$ cat config.mk
export PLATFORM = sky130hd
export DESIGN_NAME = fpe_host
export DESIGN_NICKNAME = d
export VERILOG_FILES = /design/src/verilog/fpe_pkg.sv /design/src/verilog/fpe_host.sv
export VERILOG_INCLUDE_DIRS = /design/src /design/src/verilog
export SDC_FILE = /design/constraint.sdc
export NUM_CORES = 1
export LEC_CHECK = 0
export ABC_AREA = 1
export BUFFER_PORTS_ARGS = -buffer_cell sky130_fd_sc_hd__buf_2
export CAP_MARGIN = 20
export CORE_AREA = 3 3 139 141
export CTS_BUF_LIST = sky130_fd_sc_hd__clkbuf_16
export DETAILED_ROUTE_END_ITERATION = 16
export DIE_AREA = 0 0 142 144
export HOLD_SLACK_MARGIN = 0.12
export PLACE_DENSITY = 0.77
export SETUP_SLACK_MARGIN = 0.1
export SYNTH_ARGS = -nofsm -noshare
export SYNTH_HDL_FRONTEND = slang
export SYNTH_SLANG_ARGS = --single-unit
$ cat constraint.sdc
create_clock -name pclk -period 3.1 [get_ports pclk]
set_input_delay 0.31 -clock pclk [delete_from_list [all_inputs] [get_ports pclk]]
set_output_delay 0.31 -clock pclk [all_outputs]
set_load 0.01 [all_outputs]
$ cat src/verilog/fpe_cfg.svh
// Constants for the flash program/erase host controller.
// Assumes inclusion by bare name from the controller module.
`ifndef FPE_CFG_SVH
`define FPE_CFG_SVH
// Register offsets (byte addresses of 32-bit words).
`define FPE_REG_CTRL 12'h000
`define FPE_REG_ADDR 12'h004
`define FPE_REG_DATA 12'h008
`define FPE_REG_STAT 12'h00c
`define FPE_REG_RDAT 12'h010
// Control register fields: start pulse in bit 0, command in bits 6:4.
`define FPE_CTRL_GO 0
`define FPE_CMD_LSB 4
`define FPE_CMD_MSB 6
// Command codes.
`define FPE_CMD_PROG 3'h0
`define FPE_CMD_SERASE 3'h1
`define FPE_CMD_CERASE 3'h2
`define FPE_CMD_LOCK 3'h3
`define FPE_CMD_SUSP 3'h4
`define FPE_CMD_RESUME 3'h5
`define FPE_CMD_LOCKCHK 3'h6
`define FPE_CMD_READ 3'h7
// Unlock cycle addresses and data bytes.
`define FPE_UA1 19'h05555
`define FPE_UA2 19'h02aaa
`define FPE_UD1 8'haa
`define FPE_UD2 8'h55
`define FPE_D_PROG 8'ha0
`define FPE_D_ERS 8'h80
`define FPE_D_CERS 8'h10
`define FPE_D_SERS 8'h30
`define FPE_D_LOCK 8'h40
`define FPE_D_SUSP 8'hb0
`define FPE_D_IDENT 8'h90
`define FPE_D_EXIT 8'hf0
`define FPE_LOCK_OFS 19'h00002
// Bus timing in ns; each strobe phase lasts at least this long.
`define FPE_CLK_NS 40
`define FPE_PHASE_NS 100
`define FPE_PHASE_CYC ((`FPE_PHASE_NS + `FPE_CLK_NS - 1) / `FPE_CLK_NS)
// Power-up program inhibit time in us.
`define FPE_PWRUP_US 10000
`define FPE_PWRUP_CYC (`FPE_PWRUP_US * 1000 / `FPE_CLK_NS)
// Erase suspend latency in ns.
`define FPE_SUSP_NS 15000
`define FPE_SUSP_CYC ((`FPE_SUSP_NS + `FPE_CLK_NS - 1) / `FPE_CLK_NS)
`endif

$ cat src/verilog/fpe_pkg.sv
// Types for the flash program/erase host controller.
// Assumes fpe_cfg.svh is available on the include path.
package fpe_pkg;
  typedef enum logic [6:0] {
    FPE_IDLE = 7'h01,
    FPE_WAIT = 7'h02,
    FPE_SETUP = 7'h04,
    FPE_STRB = 7'h08,
    FPE_HOLD = 7'h10,
    FPE_POLL = 7'h20,
    FPE_RDL = 7'h40
  } fpe_state_t;
endpackage

$ cat src/verilog/fpe_host.sv
// Host controller that drives a parallel flash through its bus pins.
// Assumes an APB master on pclk and a flash whose pins are sampled here;
// the bidirectional data bus is resolved by the flash model from the enable.
//
// The APB interface to the registers and the register addresses were left to the implementer.
`timescale 1ns/1ps
`include "fpe_cfg.svh"
module fpe_host
  import fpe_pkg::*;
#(
  parameter int PWRUP_CYC = `FPE_PWRUP_CYC
) (
  input wire logic pclk,
  input wire logic presetn,
  input wire logic psel,
  input wire logic penable,
  input wire logic pwrite,
  input wire logic [11:0] paddr,
  input wire logic [31:0] pwdata,
  output logic [31:0] prdata,
  output logic pready,
  output logic pslverr,
  output logic [18:0] fl_addr,
  output logic [15:0] fl_dq_o,
  output logic fl_dq_oe,
  input wire logic [15:0] fl_dq_i,
  output logic fl_ce_n,
  output logic fl_oe_n,
  output logic fl_we_n,
  input wire logic fl_ready_i,
  output logic fl_override
);
  // Register file and sequencer state.
  logic [2:0] cmd_ff;
  logic [18:0] addr_ff;
  logic [15:0] data_ff, rdat_ff, prev_ff;
  logic busy_ff, done_ff, locked_ff, susp_ff, ovr_ff, prev_vld_ff;
  logic [31:0] prdata_ff;
  fpe_state_t state_ff;
  logic [2:0] step_ff;
  logic [19:0] cnt_ff;
  logic [15:0] dq_s1_ff, dq_s2_ff;
  logic rdy_s1_ff, rdy_s2_ff;
  logic [18:0] fl_addr_ff;
  logic [15:0] fl_dq_ff;
  logic fl_oe_en_ff, fl_ce_ff, fl_oen_ff, fl_we_ff;

  // APB decode; the slave answers in the access cycle with no wait state.
  wire apb_wr = psel & penable & pwrite;
  wire apb_rd = psel & ~penable & ~pwrite;
  wire hit_ctrl = paddr == `FPE_REG_CTRL;
  wire hit_addr = paddr == `FPE_REG_ADDR;
  wire hit_data = paddr == `FPE_REG_DATA;
  wire hit_stat = paddr == `FPE_REG_STAT;
  wire hit_rdat = paddr == `FPE_REG_RDAT;
  wire mapped = hit_ctrl | hit_addr | hit_data | hit_stat | hit_rdat;
  wire [2:0] wr_cmd = pwdata[`FPE_CMD_MSB:`FPE_CMD_LSB];
  wire pwrup_done = cnt_ff == 20'(PWRUP_CYC);
  // Starting a new erase while one is suspended is refused here.
  wire is_erase = wr_cmd == `FPE_CMD_SERASE || wr_cmd == `FPE_CMD_CERASE;
  // Suspend may cut into an erase that is still being polled.
  wire susp_ok = state_ff == FPE_POLL && wr_cmd == `FPE_CMD_SUSP &&
                 (cmd_ff == `FPE_CMD_SERASE || cmd_ff == `FPE_CMD_CERASE);
  wire go = apb_wr & hit_ctrl & pwdata[`FPE_CTRL_GO] & (~busy_ff | susp_ok)
            & ~(susp_ff & is_erase);
  wire [31:0] stat_word = {26'h0, ovr_ff, susp_ff, locked_ff, rdy_s2_ff,
                           done_ff, busy_ff};
  wire [31:0] rd_mux = hit_ctrl ? {25'h0, cmd_ff, 4'h0} :
                       hit_addr ? {13'h0, addr_ff} :
                       hit_data ? {16'h0, data_ff} :
                       hit_stat ? stat_word :
                       hit_rdat ? {16'h0, rdat_ff} : 32'h0;

  // Number of write cycles per command; lock check adds exit.
  wire [2:0] ncyc = (cmd_ff == `FPE_CMD_PROG) ? 3'h4 :
                    (cmd_ff == `FPE_CMD_SUSP ||
                     cmd_ff == `FPE_CMD_RESUME) ? 3'h1 :
                    (cmd_ff == `FPE_CMD_LOCKCHK) ? 3'h3 :
                    (cmd_ff == `FPE_CMD_READ) ? 3'h0 : 3'h6;
  wire is_six = ncyc == 3'h6;
  wire [18:0] seq_a = (step_ff == 3'h1 || step_ff == 3'h4) ? `FPE_UA2 :
                      `FPE_UA1;
  wire [7:0] seq_d = (step_ff == 3'h1 || step_ff == 3'h4) ? `FPE_UD2 :
                     (step_ff == 3'h2 && is_six) ? `FPE_D_ERS :
                     (step_ff == 3'h2 && cmd_ff == `FPE_CMD_PROG) ?
                       `FPE_D_PROG :
                     (step_ff == 3'h2) ? `FPE_D_IDENT : `FPE_UD1;
  wire last = step_ff == ncyc - 3'h1;
  // Final cycle carries the target address and code, or the data word for program; chip erase and lock check use the first unlock address.
  wire [18:0] cyc_a = !last ? seq_a :
                      (cmd_ff == `FPE_CMD_CERASE) ? `FPE_UA1 :
                      (cmd_ff == `FPE_CMD_LOCKCHK) ? `FPE_UA1 : addr_ff;
  wire [7:0] last_d = (cmd_ff == `FPE_CMD_SERASE) ? `FPE_D_SERS :
                      (cmd_ff == `FPE_CMD_CERASE) ? `FPE_D_CERS :
                      (cmd_ff == `FPE_CMD_LOCK) ? `FPE_D_LOCK :
                      (cmd_ff == `FPE_CMD_SUSP) ? `FPE_D_SUSP :
                      (cmd_ff == `FPE_CMD_RESUME) ? `FPE_D_SERS :
                      `FPE_D_IDENT;
  wire [15:0] cyc_d = (last && cmd_ff == `FPE_CMD_PROG) ? data_ff :
                      {8'h0, last ? last_d : seq_d};
  wire phase_end = cnt_ff[7:0] == 8'(`FPE_PHASE_CYC);
  // Operation ends when two reads agree and busy is released.
  wire stable = prev_vld_ff && (prev_ff == dq_s2_ff) && rdy_s2_ff;
  wire poll_ok = dq_s2_ff[7] == data_ff[7];
  wire needs_poll = cmd_ff == `FPE_CMD_PROG || cmd_ff == `FPE_CMD_SERASE ||
                    cmd_ff == `FPE_CMD_CERASE || cmd_ff == `FPE_CMD_LOCK;

  // APB side registers.
  always_ff @(posedge pclk or negedge presetn) begin
    if (!presetn) begin
      cmd_ff <= 3'h7;
      addr_ff <= 19'h0;
      data_ff <= 16'hffff;
      ovr_ff <= 1'b0;
      prdata_ff <= 32'h0;
    end else begin
      if (go) cmd_ff <= wr_cmd;
      if (apb_wr & hit_addr) addr_ff <= pwdata[18:0];
      if (apb_wr & hit_data) data_ff <= pwdata[15:0];
      if (apb_wr & hit_stat) ovr_ff <= pwdata[5];
      if (apb_rd) prdata_ff <= rd_mux;
    end
  end

  // Two-flop synchronisers for the flash data bus and ready line.
  always_ff @(posedge pclk or negedge presetn) begin
    if (!presetn) begin
      dq_s1_ff <= 16'h0;
      dq_s2_ff <= 16'h0;
      rdy_s1_ff <= 1'b1;
      rdy_s2_ff <= 1'b1;
    end else begin
      dq_s1_ff <= fl_dq_i;
      dq_s2_ff <= dq_s1_ff;
      rdy_s1_ff <= fl_ready_i;
      rdy_s2_ff <= rdy_s1_ff;
    end
  end

  // Sequencer: waits out power-up, then issues writes and polls status.
  always_ff @(posedge pclk or negedge presetn) begin
    if (!presetn) begin
      state_ff <= FPE_WAIT;
      step_ff <= 3'h0;
      cnt_ff <= 20'h0;
      busy_ff <= 1'b1;
      done_ff <= 1'b0;
      locked_ff <= 1'b0;
      susp_ff <= 1'b0;
      rdat_ff <= 16'h0;
      prev_ff <= 16'h0;
      prev_vld_ff <= 1'b0;
      fl_addr_ff <= 19'h0;
      fl_dq_ff <= 16'h0;
      fl_oe_en_ff <= 1'b0;
      fl_ce_ff <= 1'b1;
      fl_oen_ff <= 1'b1;
      fl_we_ff <= 1'b1;
    end else begin
      if (apb_wr & hit_stat & pwdata[1]) done_ff <= 1'b0;
      case (state_ff)
        FPE_WAIT: begin
          cnt_ff <= cnt_ff + 20'h1;
          if (pwrup_done) begin
            busy_ff <= 1'b0;
            state_ff <= FPE_IDLE;
          end
        end
        FPE_IDLE: begin
          step_ff <= 3'h0;
          cnt_ff <= 20'h0;
          prev_vld_ff <= 1'b0;
          if (go) begin
            busy_ff <= 1'b1;
            done_ff <= 1'b0;
            state_ff <= (wr_cmd == `FPE_CMD_READ) ? FPE_RDL : FPE_SETUP;
          end
        end
        FPE_SETUP: begin // Output enable high, drive address first.
          fl_oen_ff <= 1'b1;
          fl_addr_ff <= (cmd_ff == `FPE_CMD_LOCKCHK && step_ff == 3'h3) ?
                        `FPE_UA1 : cyc_a;
          fl_dq_ff <= (cmd_ff == `FPE_CMD_LOCKCHK && step_ff == 3'h3) ?
                      {8'h0, `FPE_D_EXIT} : cyc_d;
          fl_oe_en_ff <= 1'b1;
          fl_ce_ff <= 1'b0;
          cnt_ff <= 20'h0;
          state_ff <= FPE_STRB;
        end
        FPE_STRB: begin // Strobe low far longer than 15 ns.
          fl_we_ff <= 1'b0;
          cnt_ff <= cnt_ff + 20'h1;
          if (phase_end) begin
            fl_we_ff <= 1'b1;
            cnt_ff <= 20'h0;
            state_ff <= FPE_HOLD;
          end
        end
        FPE_HOLD: begin
          cnt_ff <= cnt_ff + 20'h1;
          if (phase_end) begin
            fl_ce_ff <= 1'b1;
            fl_oe_en_ff <= 1'b0;
            cnt_ff <= 20'h0;
            step_ff <= step_ff + 3'h1;
            if (cmd_ff == `FPE_CMD_LOCKCHK && step_ff == 3'h2)
              state_ff <= FPE_RDL; // Read lock word after entry.
            else if (cmd_ff == `FPE_CMD_LOCKCHK && step_ff == 3'h3) begin
              busy_ff <= 1'b0; // Exit written, back to array.
              done_ff <= 1'b1;
              state_ff <= FPE_IDLE;
            end else if (!last)
              state_ff <= FPE_SETUP;
            else if (cmd_ff == `FPE_CMD_SUSP || needs_poll)
              state_ff <= FPE_POLL; // Wait or poll.
            else begin
              susp_ff <= 1'b0; // Resume clears suspend.
              busy_ff <= 1'b0;
              done_ff <= 1'b1;
              state_ff <= FPE_IDLE;
            end
          end
        end
        FPE_POLL: begin // Repeated reads at the target address.
          fl_addr_ff <= addr_ff;
          fl_ce_ff <= 1'b0;
          fl_oen_ff <= 1'b0;
          cnt_ff <= cnt_ff + 20'h1;
          if (go) begin // Leave the erase poll to send suspend.
            step_ff <= 3'h0;
            state_ff <= FPE_SETUP;
          end else if (cmd_ff == `FPE_CMD_SUSP) begin
            if (cnt_ff == 20'(`FPE_SUSP_CYC)) begin
              susp_ff <= 1'b1;
              busy_ff <= 1'b0;
              done_ff <= 1'b1;
              fl_ce_ff <= 1'b1;
              fl_oen_ff <= 1'b1;
              state_ff <= FPE_IDLE;
            end
          end else if (phase_end) begin
            cnt_ff <= 20'h0;
            fl_oen_ff <= 1'b1;
            prev_ff <= dq_s2_ff;
            prev_vld_ff <= 1'b1;
            if (stable && (cmd_ff != `FPE_CMD_PROG || poll_ok)) begin
              rdat_ff <= dq_s2_ff;
              busy_ff <= 1'b0;
              done_ff <= 1'b1;
              fl_ce_ff <= 1'b1;
              state_ff <= FPE_IDLE;
            end
          end
        end
        FPE_RDL: begin // Plain read, or lock word read.
          fl_addr_ff <= (cmd_ff == `FPE_CMD_LOCKCHK) ?
                        (addr_ff | `FPE_LOCK_OFS) : addr_ff;
          fl_ce_ff <= 1'b0;
          fl_oen_ff <= 1'b0;
          cnt_ff <= cnt_ff + 20'h1;
          if (phase_end) begin
            cnt_ff <= 20'h0;
            rdat_ff <= dq_s2_ff;
            fl_oen_ff <= 1'b1;
            fl_ce_ff <= 1'b1;
            if (cmd_ff == `FPE_CMD_LOCKCHK) begin
              locked_ff <= dq_s2_ff[0];
              state_ff <= FPE_SETUP;
            end else begin
              busy_ff <= 1'b0;
              done_ff <= 1'b1;
              state_ff <= FPE_IDLE;
            end
          end
        end
        default: state_ff <= FPE_IDLE;
      endcase
    end
  end

  // Outputs come straight from flops, with pready and pslverr tied off; APB never stalls.
  assign prdata = prdata_ff;
  assign pready = 1'b1;
  assign pslverr = 1'b0;
  assign fl_addr = fl_addr_ff;
  assign fl_dq_o = fl_dq_ff;
  assign fl_dq_oe = fl_oe_en_ff;
  assign fl_ce_n = fl_ce_ff;
  assign fl_oe_n = fl_oen_ff;
  assign fl_we_n = fl_we_ff;
  assign fl_override = ovr_ff;

  // Write strobe low only with output enable high and chip select low.
  a_write_inhibit: assert property (@(posedge pclk) disable iff (!presetn)
    !fl_we_ff |-> fl_oen_ff && !fl_ce_ff)
    else $error("write strobe low with output enable or select wrong");
  // Strobe pulse lasts several cycles, far above the noise filter.
  a_strobe_width: assert property (@(posedge pclk) disable iff (!presetn)
    $fell(fl_we_ff) |-> !fl_we_ff [*3])
    else $error("write strobe pulse too short");
  // No flash write during the power-up wait.
  a_pwrup_block: assert property (@(posedge pclk) disable iff (!presetn)
    state_ff == FPE_WAIT |-> fl_we_ff && fl_ce_ff)
    else $error("flash touched during power-up wait");
  // Data is driven throughout the strobe.
  a_data_driven: assert property (@(posedge pclk) disable iff (!presetn)
    !fl_we_ff |-> fl_oe_en_ff && $stable(fl_dq_ff))
    else $error("data not held while strobe low");
  // The last program cycle carries the caller's word, not a command code.
  a_prog_data: assert property (@(posedge pclk) disable iff (!presetn)
    $rose(fl_we_ff) && cmd_ff == `FPE_CMD_PROG && step_ff == 3'h3
    |-> fl_dq_ff == data_ff)
    else $error("program cycle lost its data word");
endmodule

* Word level (Yosys, flattened, before mapping)
Index checks and enable logic that the tools add are counted.
Word-level totals: flip-flop bits (word level) 211, input bits 66, output and inout port bits 74
Cells by class: bitwise logic cells 20, eq/ne operators 58, $add $sub $neg 3, mux-type cells 111, reductions and logical operators 43
Operator list (number):
- 2-to-1 mux 16 bit | 10
- 2-to-1 mux 19 bit | 6
- 2-to-1 mux 7 bit | 12
- one-hot mux 20 bit (4 select lines) | 1
- 2-to-1 mux 20 bit | 3
- one-hot mux 19 bit (3 select lines) | 1
- 2-to-1 mux 8 bit | 7
- one-hot mux 7 bit (7 select lines) | 1
- 2-to-1 mux 1 bit | 46
- 2-to-1 mux 6 bit | 6
- one-hot mux 16 bit (2 select lines) | 1
- != test 2 bit (second input constant) | 14
- equality test 12 x 4 -> 1 bit (second input constant) | 2
- equality test 3 bit (second input constant) | 8
- 2-to-1 mux 3 bit | 7
- adder 20 x 1 -> 20 bit (second input constant) | 1
- equality test 20 x 18 -> 1 bit (second input constant) | 1
- equality test 20 x 9 -> 1 bit (second input constant) | 1
- equality test 16 bit | 1
- equality test 3 x 2 -> 1 bit (second input constant) | 5
- 2-to-1 mux 15 bit | 1
- AND 1 bit | 13
- AND reduction 13 bit | 1
- equality test 12 x 3 -> 1 bit (second input constant) | 1
- 44 further kinds | 85

* Longest topological paths before layout
Gate-level depths: netlist of run 1.
word-level depth 12, gate-level depth with buffers 20, mapped depth without buffers 19

* Least setup slack after synthesis of run 1
OpenSTA, ideal clock, no wires.
kind register to register, start register cmd_ff[1], end register fl_addr_ff[0], in the netlist fl_addr[0], arrival time 2.446 ns, setup slack 0.534 ns, buffers on the path 0, clock period less this slack 2.566 ns, cell stages (with the launch flop) 17, setup time 0.120 ns, data required time 2.980 ns, path through dfstp_2 -> inv_2 -> nor2_1 -> inv_1 -> o21ai_0 -> inv_1 -> ha_1 -> xor2_1 -> nand3_2 -> inv_2 -> nand2_2 -> nand2_1 -> nand2_4 -> o21ai_1 -> inv_1 -> o21ai_1 -> nand2_1
Between the ends: longest elaborated chain between the ends 10, elaborated cells on any way between the ends 19
Ends and longest elaborated chain:
- from (decl) | line fpe_host.sv:34 | logic [2:0] cmd_ff;
- from (signal assigned) | line fpe_host.sv:117 | if (go) cmd_ff <= wr_cmd;
- equality test 3 bit (no line)
- 2-to-1 mux 3 bit | line fpe_host.sv:79 | (cmd_ff == `FPE_CMD_READ) ? 3'h0 : 3'h6;
- 2-to-1 mux 3 bit | line fpe_host.sv:78 | (cmd_ff == `FPE_CMD_LOCKCHK) ? 3'h3 :
- 2-to-1 mux 3 bit | line fpe_host.sv:76 | (cmd_ff == `FPE_CMD_SUSP ||
- 2-to-1 mux 3 bit | line fpe_host.sv:75 | wire [2:0] ncyc = (cmd_ff == `FPE_CMD_PROG) ? 3'h4 :
- subtractor 3 x 1 -> 3 bit | line fpe_host.sv:88 | wire last = step_ff == ncyc - 3'h1;
- equality test 3 bit | line fpe_host.sv:88
- 2-to-1 mux 19 bit | line fpe_host.sv:90 | wire [18:0] cyc_a = !last ? seq_a :
- 2-to-1 mux 19 bit (*) | line fpe_host.sv:181 | fl_addr_ff <= (cmd_ff == `FPE_CMD_LOCKCHK && step_ff == 3'h3) ?
- one-hot mux 19 bit (3 select lines) (*) | line fpe_host.sv:161 | case (state_ff)
- to (signal assigned) | line fpe_host.sv:181
- to (signal assigned) | line fpe_host.sv:225 | fl_addr_ff <= addr_ff;
- to (signal assigned) | line fpe_host.sv:256 | fl_addr_ff <= (cmd_ff == `FPE_CMD_LOCKCHK) ?
- to (decl) | line fpe_host.sv:44 | logic [18:0] fl_addr_ff;
Mark *: on every way between the ends. The rest lies on a longest branch, timed or not. A chain may end at the register's enable or synchronous reset.

* Final worst setup path of run 1
start register cmd_ff[1], end register fl_addr_ff[4], in the netlist fl_addr[4]
The elaborated chain is that of the path after synthesis.

==> impl_results.md, run 1 <==
* Netlist cell types at 46
* PD cells at between 600 and 700 nW/um^2
* Drt drc at 0
* GR Util met1 at between 30% and 40%
* Most frequent cell after synthesis: nand2_1
* Yosys top cell by area: dfrtp_1
* Worst-Skew Late Latency at roughly 0.45 ns
* Synthesized flop and latch total at about 200
* Reg clk slew, reported paths at around 0.080 ns
* # Post-CTS Setup Buffers at 0
* Unrepaired setup endpoints after global routing: false
* Die footprint at around 20000 um^2
* Overall power at between 6 and 7 mW
* Final count of pins violating max slew at 0
* Initial antenna violation count at 0
* Tcrit/Tclk final at 91.5%
* Io pins at 140
* Maxcap violations at 0
* Nets at ~1.4k
* Period minus WS final at roughly 2.8 ns
* Startpoint types: flop
* Post-synth EDFFs at 0
* Antenna viol nets, final at 0
* Slew margin rel. at roughly 56%
* Area Growth Syn to Fin at 15.4%
* TritonCTS Buffers at 17
* Syn Inst Count at 1173
* GRT overflow at 0
* GP Congestion at ~0.9
* Port Buf Inserts at between 100 and 150
* Drt total wl at ~23 mm
* Share of post-route cells with drive strength above 1 at around 20%
* LEAKAGE at 5.54 nW
* GR peak layer: met2
* Final non-filler cell total at 1541
* Adder-cell share of the synthesized area at 1.15%
* Final Hold Viols at 0
* Synth cell count leaders: nand2_1 (290), dfrtp_1 (172), inv_1 (137)
* Worst Setup End Kind: flop
* H-tree levels at 4
* Finished Core Util at 62.5%
* Clock Path Buffers at 2
* WS Path Type: reg -> reg
* Primary FF master, synth: dfrtp_1
* Largest family of logic cells by synthesized area: simple AND/OR/NAND/NOR gates
* Largest net degree at the start of global routing at 84
* Pin slew with the least headroom to its limit at between 0.6 and 0.7 ns
* Total core area at 18100 um^2
* Compound-Gate Fraction of Synth Area at between 10% and 20%
* Synthesized area at approximately 9800 um^2
* DP HPWL at between 15 and 20 mm
* First-pass GRT wire length at between 30 and 40 mm
* Starting DRT DRC Count at 666
* Critical path peak fanout at 12
* CTS tree: built
* Critical path arrival at around 3.2 ns
* Hold Path Class: in -> reg
* Drt first pass iters at 6
* Placement Setup Slack at between 0.2 and 0.3 ns
* Avg Vias per Cell at 5.23
* Total number of yosys warnings at 0
* Post-DR wirelength/cell at between 10 and 15 um
* Clock Sinks at a little under 200
* Die width at 142 um
* Final antenna diode count at 0
* Fmax at between 300 and 400 MHz
* Endpoints failing setup at 0
* Post-synthesis area per instance at about 8.3 um^2
* Clock Skews at 0.0114 ns
* Vias in the first global route at 7603
* Worst path required time at around 3.4 ns
* Num rows at 49
* Setup ws final at about 0.26 ns
* DP Cell Count at 1486
* Synth Area in Simple Gates at between 20% and 30%
* Effective utilization at floorplan at around 54%
* Synth area leaders: dfrtp_1 (44%), nand2_1 (11%), dfstp_2 (7.0%)
* Status: finished, final reports clean
* Maximum VDD drop at ~0.42 mV
* Met3 Usage GRT at 4.03%
* Number of vias in the routed layout at a little over 8k
* Proportion of synthesized area in mux cells at 0%
* Post-synth ARST share at 100%
* Yosys top cell area share at a little over two fifths
* Clk Tree Root Cell: clkbuf_16
* Setup TNS at 0 ns
* DIE HEIGHT at between 100 and 150 um
* Total global-route track usage at a little under a quarter
* Global Route met2 Usage at 37.4%
* Sequential share of the synthesized area at just over 50%
* Xor and xnor area share after synthesis at between 1 and 1.5%
-- per-layer routing --
layer	part of all wire, %	vias to the layer above
li1	-	3982
met1	44	3792
met2	47	251
met3	5.9	41
met4	2.7	0
met5	0	-
-- cells by family after synthesis --
family / after synthesis
AOI/OAI and AO/OA: 207
xor gates and xnor gates: 16
adders and majority gates: 9
buffers and inverters: 203
DFF: 198
other: 2
and+or+nand+nor: 538
-- registers in the layout (all words and copies together), names as in the netlist, 16 cells and up --
name      cells
dq_s2_ff     16
fl_dq_o      16
data_ff      16
cnt_ff       20
fl_addr      19
prdata       19
dq_s1_ff     16
rdat_ff      16
prev_ff      16
addr_ff      19
-- power breakdown --
group          leakage, nW  internal, mW  switching, mW  total [mW]
logic                 2.75         0.529           1.07        1.60
registers             2.49          2.93          0.190        3.12
clock network        0.299          1.11           1.15        2.26
total                 5.54          4.57           2.41        6.97
-- placed cells by master, fill, tap and decap left out, types with 13 or more instances in the layout --
| cell type | instances |
|---|---|
| nand2_1 | 289 |
| dfrtp_1 | 172 |
| inv_1 | 137 |
| buf_2 | 110 |
| o21ai_0 | 102 |
| nor2_1 | 96 |
| nand3_1 | 70 |
| a21oi_1 | 33 |
| dfstp_2 | 26 |
| dlygate4sd3_1 | 23 |
| o21ai_1 | 22 |
| nor2_2 | 17 |
| clkbuf_16 | 17 |
| o21ai_2 | 16 |
| conb_1 | 15 |
| inv_2 | 14 |
| xor2_1 | 13 |
-- worst paths after layout --
| path | from | end | slack, ns | depth (start not counted) |
|---|---|---|---|---|
| max | cmd_ff[1]$_DFFE_PN1P_ | fl_addr[4]$_DFFE_PN0P_ | 0.26 | 17 |
| min | pwdata[10] | data_ff[10]$_DFFE_PN1P_ | 0.13 | 3 |
| max reg2reg | cmd_ff[1]$_DFFE_PN1P_ | fl_addr[4]$_DFFE_PN0P_ | 0.26 | 17 |
| min reg2reg | dq_s1_ff[11]$_DFF_PN0_ | dq_s2_ff[11]$_DFF_PN0_ | 0.35 | 0 |
| max in group asynchronous | presetn | data_ff[7]$_DFFE_PN1P_ | 1.87 | 3 |
| min in group asynchronous | presetn | fl_addr[12]$_DFFE_PN0P_ | 0.35 | 2 |
-- critical path, stage by stage, from the launching register on --
cell     delay [ns]
dfstp_2        0.61
inv_2          0.06
nor2_1         0.14
inv_1          0.13
o21ai_0        0.14
inv_1          0.08
ha_1           0.20
or2_1          0.23
nand3_1        0.08
nand2_1        0.11
inv_1          0.11
nand2_4        0.12
nand2_4        0.11
nand2_4        0.09
nor2_4         0.25
nor2_4         0.06
o21ai_1        0.12
nand2_1        0.07
-- per-stage QoR --
step                area, um^2  hold WS, ns
floorplan                 9830       0.0144
CTS                      11300        0.122
detailed placement       10400        0.255
finish                   11300        0.132
global placement         10400        0.259
global route             11300        0.130
-- cell type report --
cell class	count	area (um^2)
Timing Repair Buffer	145	890
Clock buffer	17	425
Inverter	152	573
Tap cell	229	287
Fill cell	1553	6790
Clock inverter	15	196
Multi-Input combinational cell	785	3940
Sequential cell	198	4990
-- what timing repair did --
action	CTS	global route
gates resized for setup	0	3
hold endpoints to repair	66	0
hold buffers	23	0
setup endpoints to repair	0	16
Note: power is estimated with default switching activity, not from simulation.
==> inputs of run 2 (changes only) <==
--- a/config.mk
+++ b/config.mk
@@ -7,14 +7,14 @@
 export NUM_CORES = 1
 export LEC_CHECK = 0
 export ABC_AREA = 1
-export BUFFER_PORTS_ARGS = -buffer_cell sky130_fd_sc_hd__buf_2
 export CAP_MARGIN = 20
 export CORE_AREA = 3 3 139 141
 export CTS_BUF_LIST = sky130_fd_sc_hd__clkbuf_16
 export DETAILED_ROUTE_END_ITERATION = 16
 export DIE_AREA = 0 0 142 144
+export DONT_BUFFER_PORTS = 1
 export HOLD_SLACK_MARGIN = 0.12
-export PLACE_DENSITY = 0.77
+export PLACE_DENSITY = 0.71
 export SETUP_SLACK_MARGIN = 0.1
 export SYNTH_ARGS = -nofsm -noshare
 export SYNTH_HDL_FRONTEND = slang
==> impl_results.md, run 2 (synthesis gave the netlist of run 1 again) <==
* Status: complete, but fails checks
* Failing checks: negative hold slack
* PD cells at about 630 nW/um^2
* Max FFs per register at 20
* Most frequent cells in the layout: nand2_1 (289), dfrtp_1 (172), inv_1 (137), o21ai_0 (102), nor2_1 (96)
* Worst-Skew Late Latency at about 0.44 ns
* Net Sw Power at 2.29 mW
* Total global-route track usage at 22.6%
* Maximum VDD drop at 0.417 mV
* Critical path peak fanout at 12
* GP Congestion at between 0.9 and 1
* Worst path max stage delay at 0.62 ns
* Pin slew with the least headroom to its limit at ~0.9 ns
* Setup TNS at 0 ns
* # fillers at ~1.6k
* Final Hold Viols at around 200
* Reg clk slew, reported paths at 0.08 ns
* GRT overflow at 0
* Worst setup path startpoint: cmd_ff[1]$_DFFE_PN1P_
* LEAKAGE at 5.08 nW
* Clk Tree Root Cell: clkbuf_16
* Final count of pins violating max slew at 0
* Register area at ~5000 um^2
* Worst Setup End Kind: flop
* Starting DRT DRC Count at just over 600
* # hold bufs at CTS at 37
* Critical path's most frequent cell: nand2_4
* CP max-delay cell: dfstp_2
* Largest net degree at the start of global routing at around 200
* Share of post-route cells with drive strength above 1 at between 10 and 15%
* Hold Path Class: in -> async
* Clock Path Buffers at 2
* Final antenna diode count at 0
* Die footprint at just over 20000 um^2
* Unrepaired setup endpoints after global routing: false
* Maxcap violations at 0
* Pint at 4.52 mW
* Startpoint types: flop
* Buf/Inv on CP at 4
* WHS at -0.429 ns
* Effective utilization at floorplan at a little over half
* Net switching fraction of the power at between 30% and 40%
* Number of vias in the routed layout at about 7.7k
* Drt total wl at between 20 and 25 mm
* H-tree levels at 4
* Combinational share of power at a little under a fifth
* Total core area at ~18000 um^2
* Port Buf Inserts at 0
* Worst R2R Start: cmd_ff[1]$_DFFE_PN1P_
* WP depth at 16
* Slew margin rel. at 40.2%
* Period minus WS final at between 2 and 3 ns
* Fmax at between 300 and 400 MHz
* Worst setup endpoint: fl_addr[4]$_DFFE_PN0P_
* TritonCTS Buffers at 17
* Avg Vias per Cell at roughly 5.3
* Post-DR wirelength/cell at approximately 16 um
* Vias in the first global route at about 7k
* Nets at about 1.3k
* Clock Skews at 0.00981 ns
* Io pins at 140
* CTS tree: built
* Tcrit/Tclk final at roughly nine tenths
* Drt first pass iters at 5
* Critical path arrival at 3.10 ns
* Reg-to-reg endpoint: fl_addr[4]$_DFFE_PN0P_
* Crit-path cells: inv_2 -> nor2_1 -> inv_1 -> o21ai_0 -> inv_1 -> ha_1 -> xor2_1 -> nand3_2 -> inv_2 -> nand2_4 -> nand2_4 -> nand2_4 -> nor2_4 -> nor2_4 -> o21ai_1 -> nand2_1
* Register-to-register path setup slack at 0.32 ns
* Critical path's top delay family: simple AND/OR/NAND/NOR gates
* Area of the multi-input gates at 3940 um^2
* First-pass GRT wire length at around 37 mm
* Drt drc at 0
* Initial antenna violation count at 0
* Worst path required time at 3.42 ns
* WS Path Type: reg -> reg
* Die width at roughly 140 um
* Num rows at slightly below 50
* Endpoints failing setup at 0
* Commonest non-fill, non-tap cell in the layout: nand2_1
* Area Growth Syn to Fin at 10.8%
* Flop pwr share at 47.3%
* Antenna viol nets, final at 0
* Clock power frac at between 30% and 40%
* DIE HEIGHT at about 140 um
* Clock Sinks at about 200
* Reg2reg path depth at 16
* Reg with most FFs: cnt_ff
* DP HPWL at around 16 mm
## run 2: changes by cell type in the layout (fill, tap and decap cells not counted)
cell | before | now
buf_12 | 1 | 0
buf_2 | 110 | 0
buf_4 | 10 | 7
bufinv_16 | 0 | 1
clkbuf_8 | 1 | 0
clkinv_8 | 6 | 5
dlygate4sd3_1 | 23 | 37
inv_12 | 2 | 0
inv_8 | 2 | 4
nand2_2 | 12 | 11
nand2_4 | 4 | 5
## run 2: timing repair
| action | 4_1_cts | 5_1_grt |
|---|---|---|
| gates resized for setup | 0 | 4 |
| hold endpoints to repair | 250 | 198 |
| endpoints found under the setup margin | 0 | 17 |
| buffers inserted | 0 | 0 |
## run 2: routing by layer
metal,track usage [%],vias up,part of all wire [%]
li1,-,3774,-
met1,31.1,3577,44
met2,36.3,260,46
met3,4.27,39,6.6
met4,8.03,0,2.6
met5,0,-,0
## run 2: area by class of cell
| type | count | share of cell area (%) |
|---|---|---|
| sequential | 198 | 46.0 |
| timing repair buffer | 44 | 3.90 |
| inverter | 152 | 5.29 |
| multi-input combinational | 785 | 36.4 |
| clock inverter | 15 | 1.85 |
| tap | 229 | 2.64 |
| clock buffer | 17 | 3.92 |
## run 2: worst min-delay path by stage
stage	startpoint	endpoint	slack (ns)	cells after the start
global route	presetn	prdata[11]$_DFFE_PN0P_	-0.45	0
finish	presetn	fl_addr[6]$_DFFE_PN0P_	-0.43	0
CTS	presetn	prdata[11]$_DFFE_PN0P_	-0.45	0
global placement	presetn	fl_addr[10]$_DFFE_PN0P_	0.02	0
floorplan	presetn	addr_ff[0]$_DFFE_PN0P_	0.01	0
detailed placement	presetn	fl_addr[6]$_DFFE_PN0P_	0.02	0
## run 2: power by group through the flow
stage	Clock, mW	Combinational (mW)	Sequential [mW]
final	2.29	1.29	3.22
after global routing	2.44	1.47	3.26
after CTS	2.34	1.30	3.22
after detailed placement	0	1.26	3.27
after global placement	0	1.24	3.26
after floorplan	0	1.12	3.19
## run 2: per-stage QoR
step	power [mW]	std cells	cell area [um^2]	setup WS (ns)	util [%]
2_1_floorplan	4.31	1186	9830	0.534	-
3_3_place_gp	4.50	1371	9830	0.373	54.3
3_5_place_dp	4.53	1371	9830	0.276	54.3
4_1_cts	6.86	1440	10800	0.230	59.8
5_1_grt	7.17	1440	10800	0.107	59.9
6_report	6.81	1440	10800	0.316	59.9
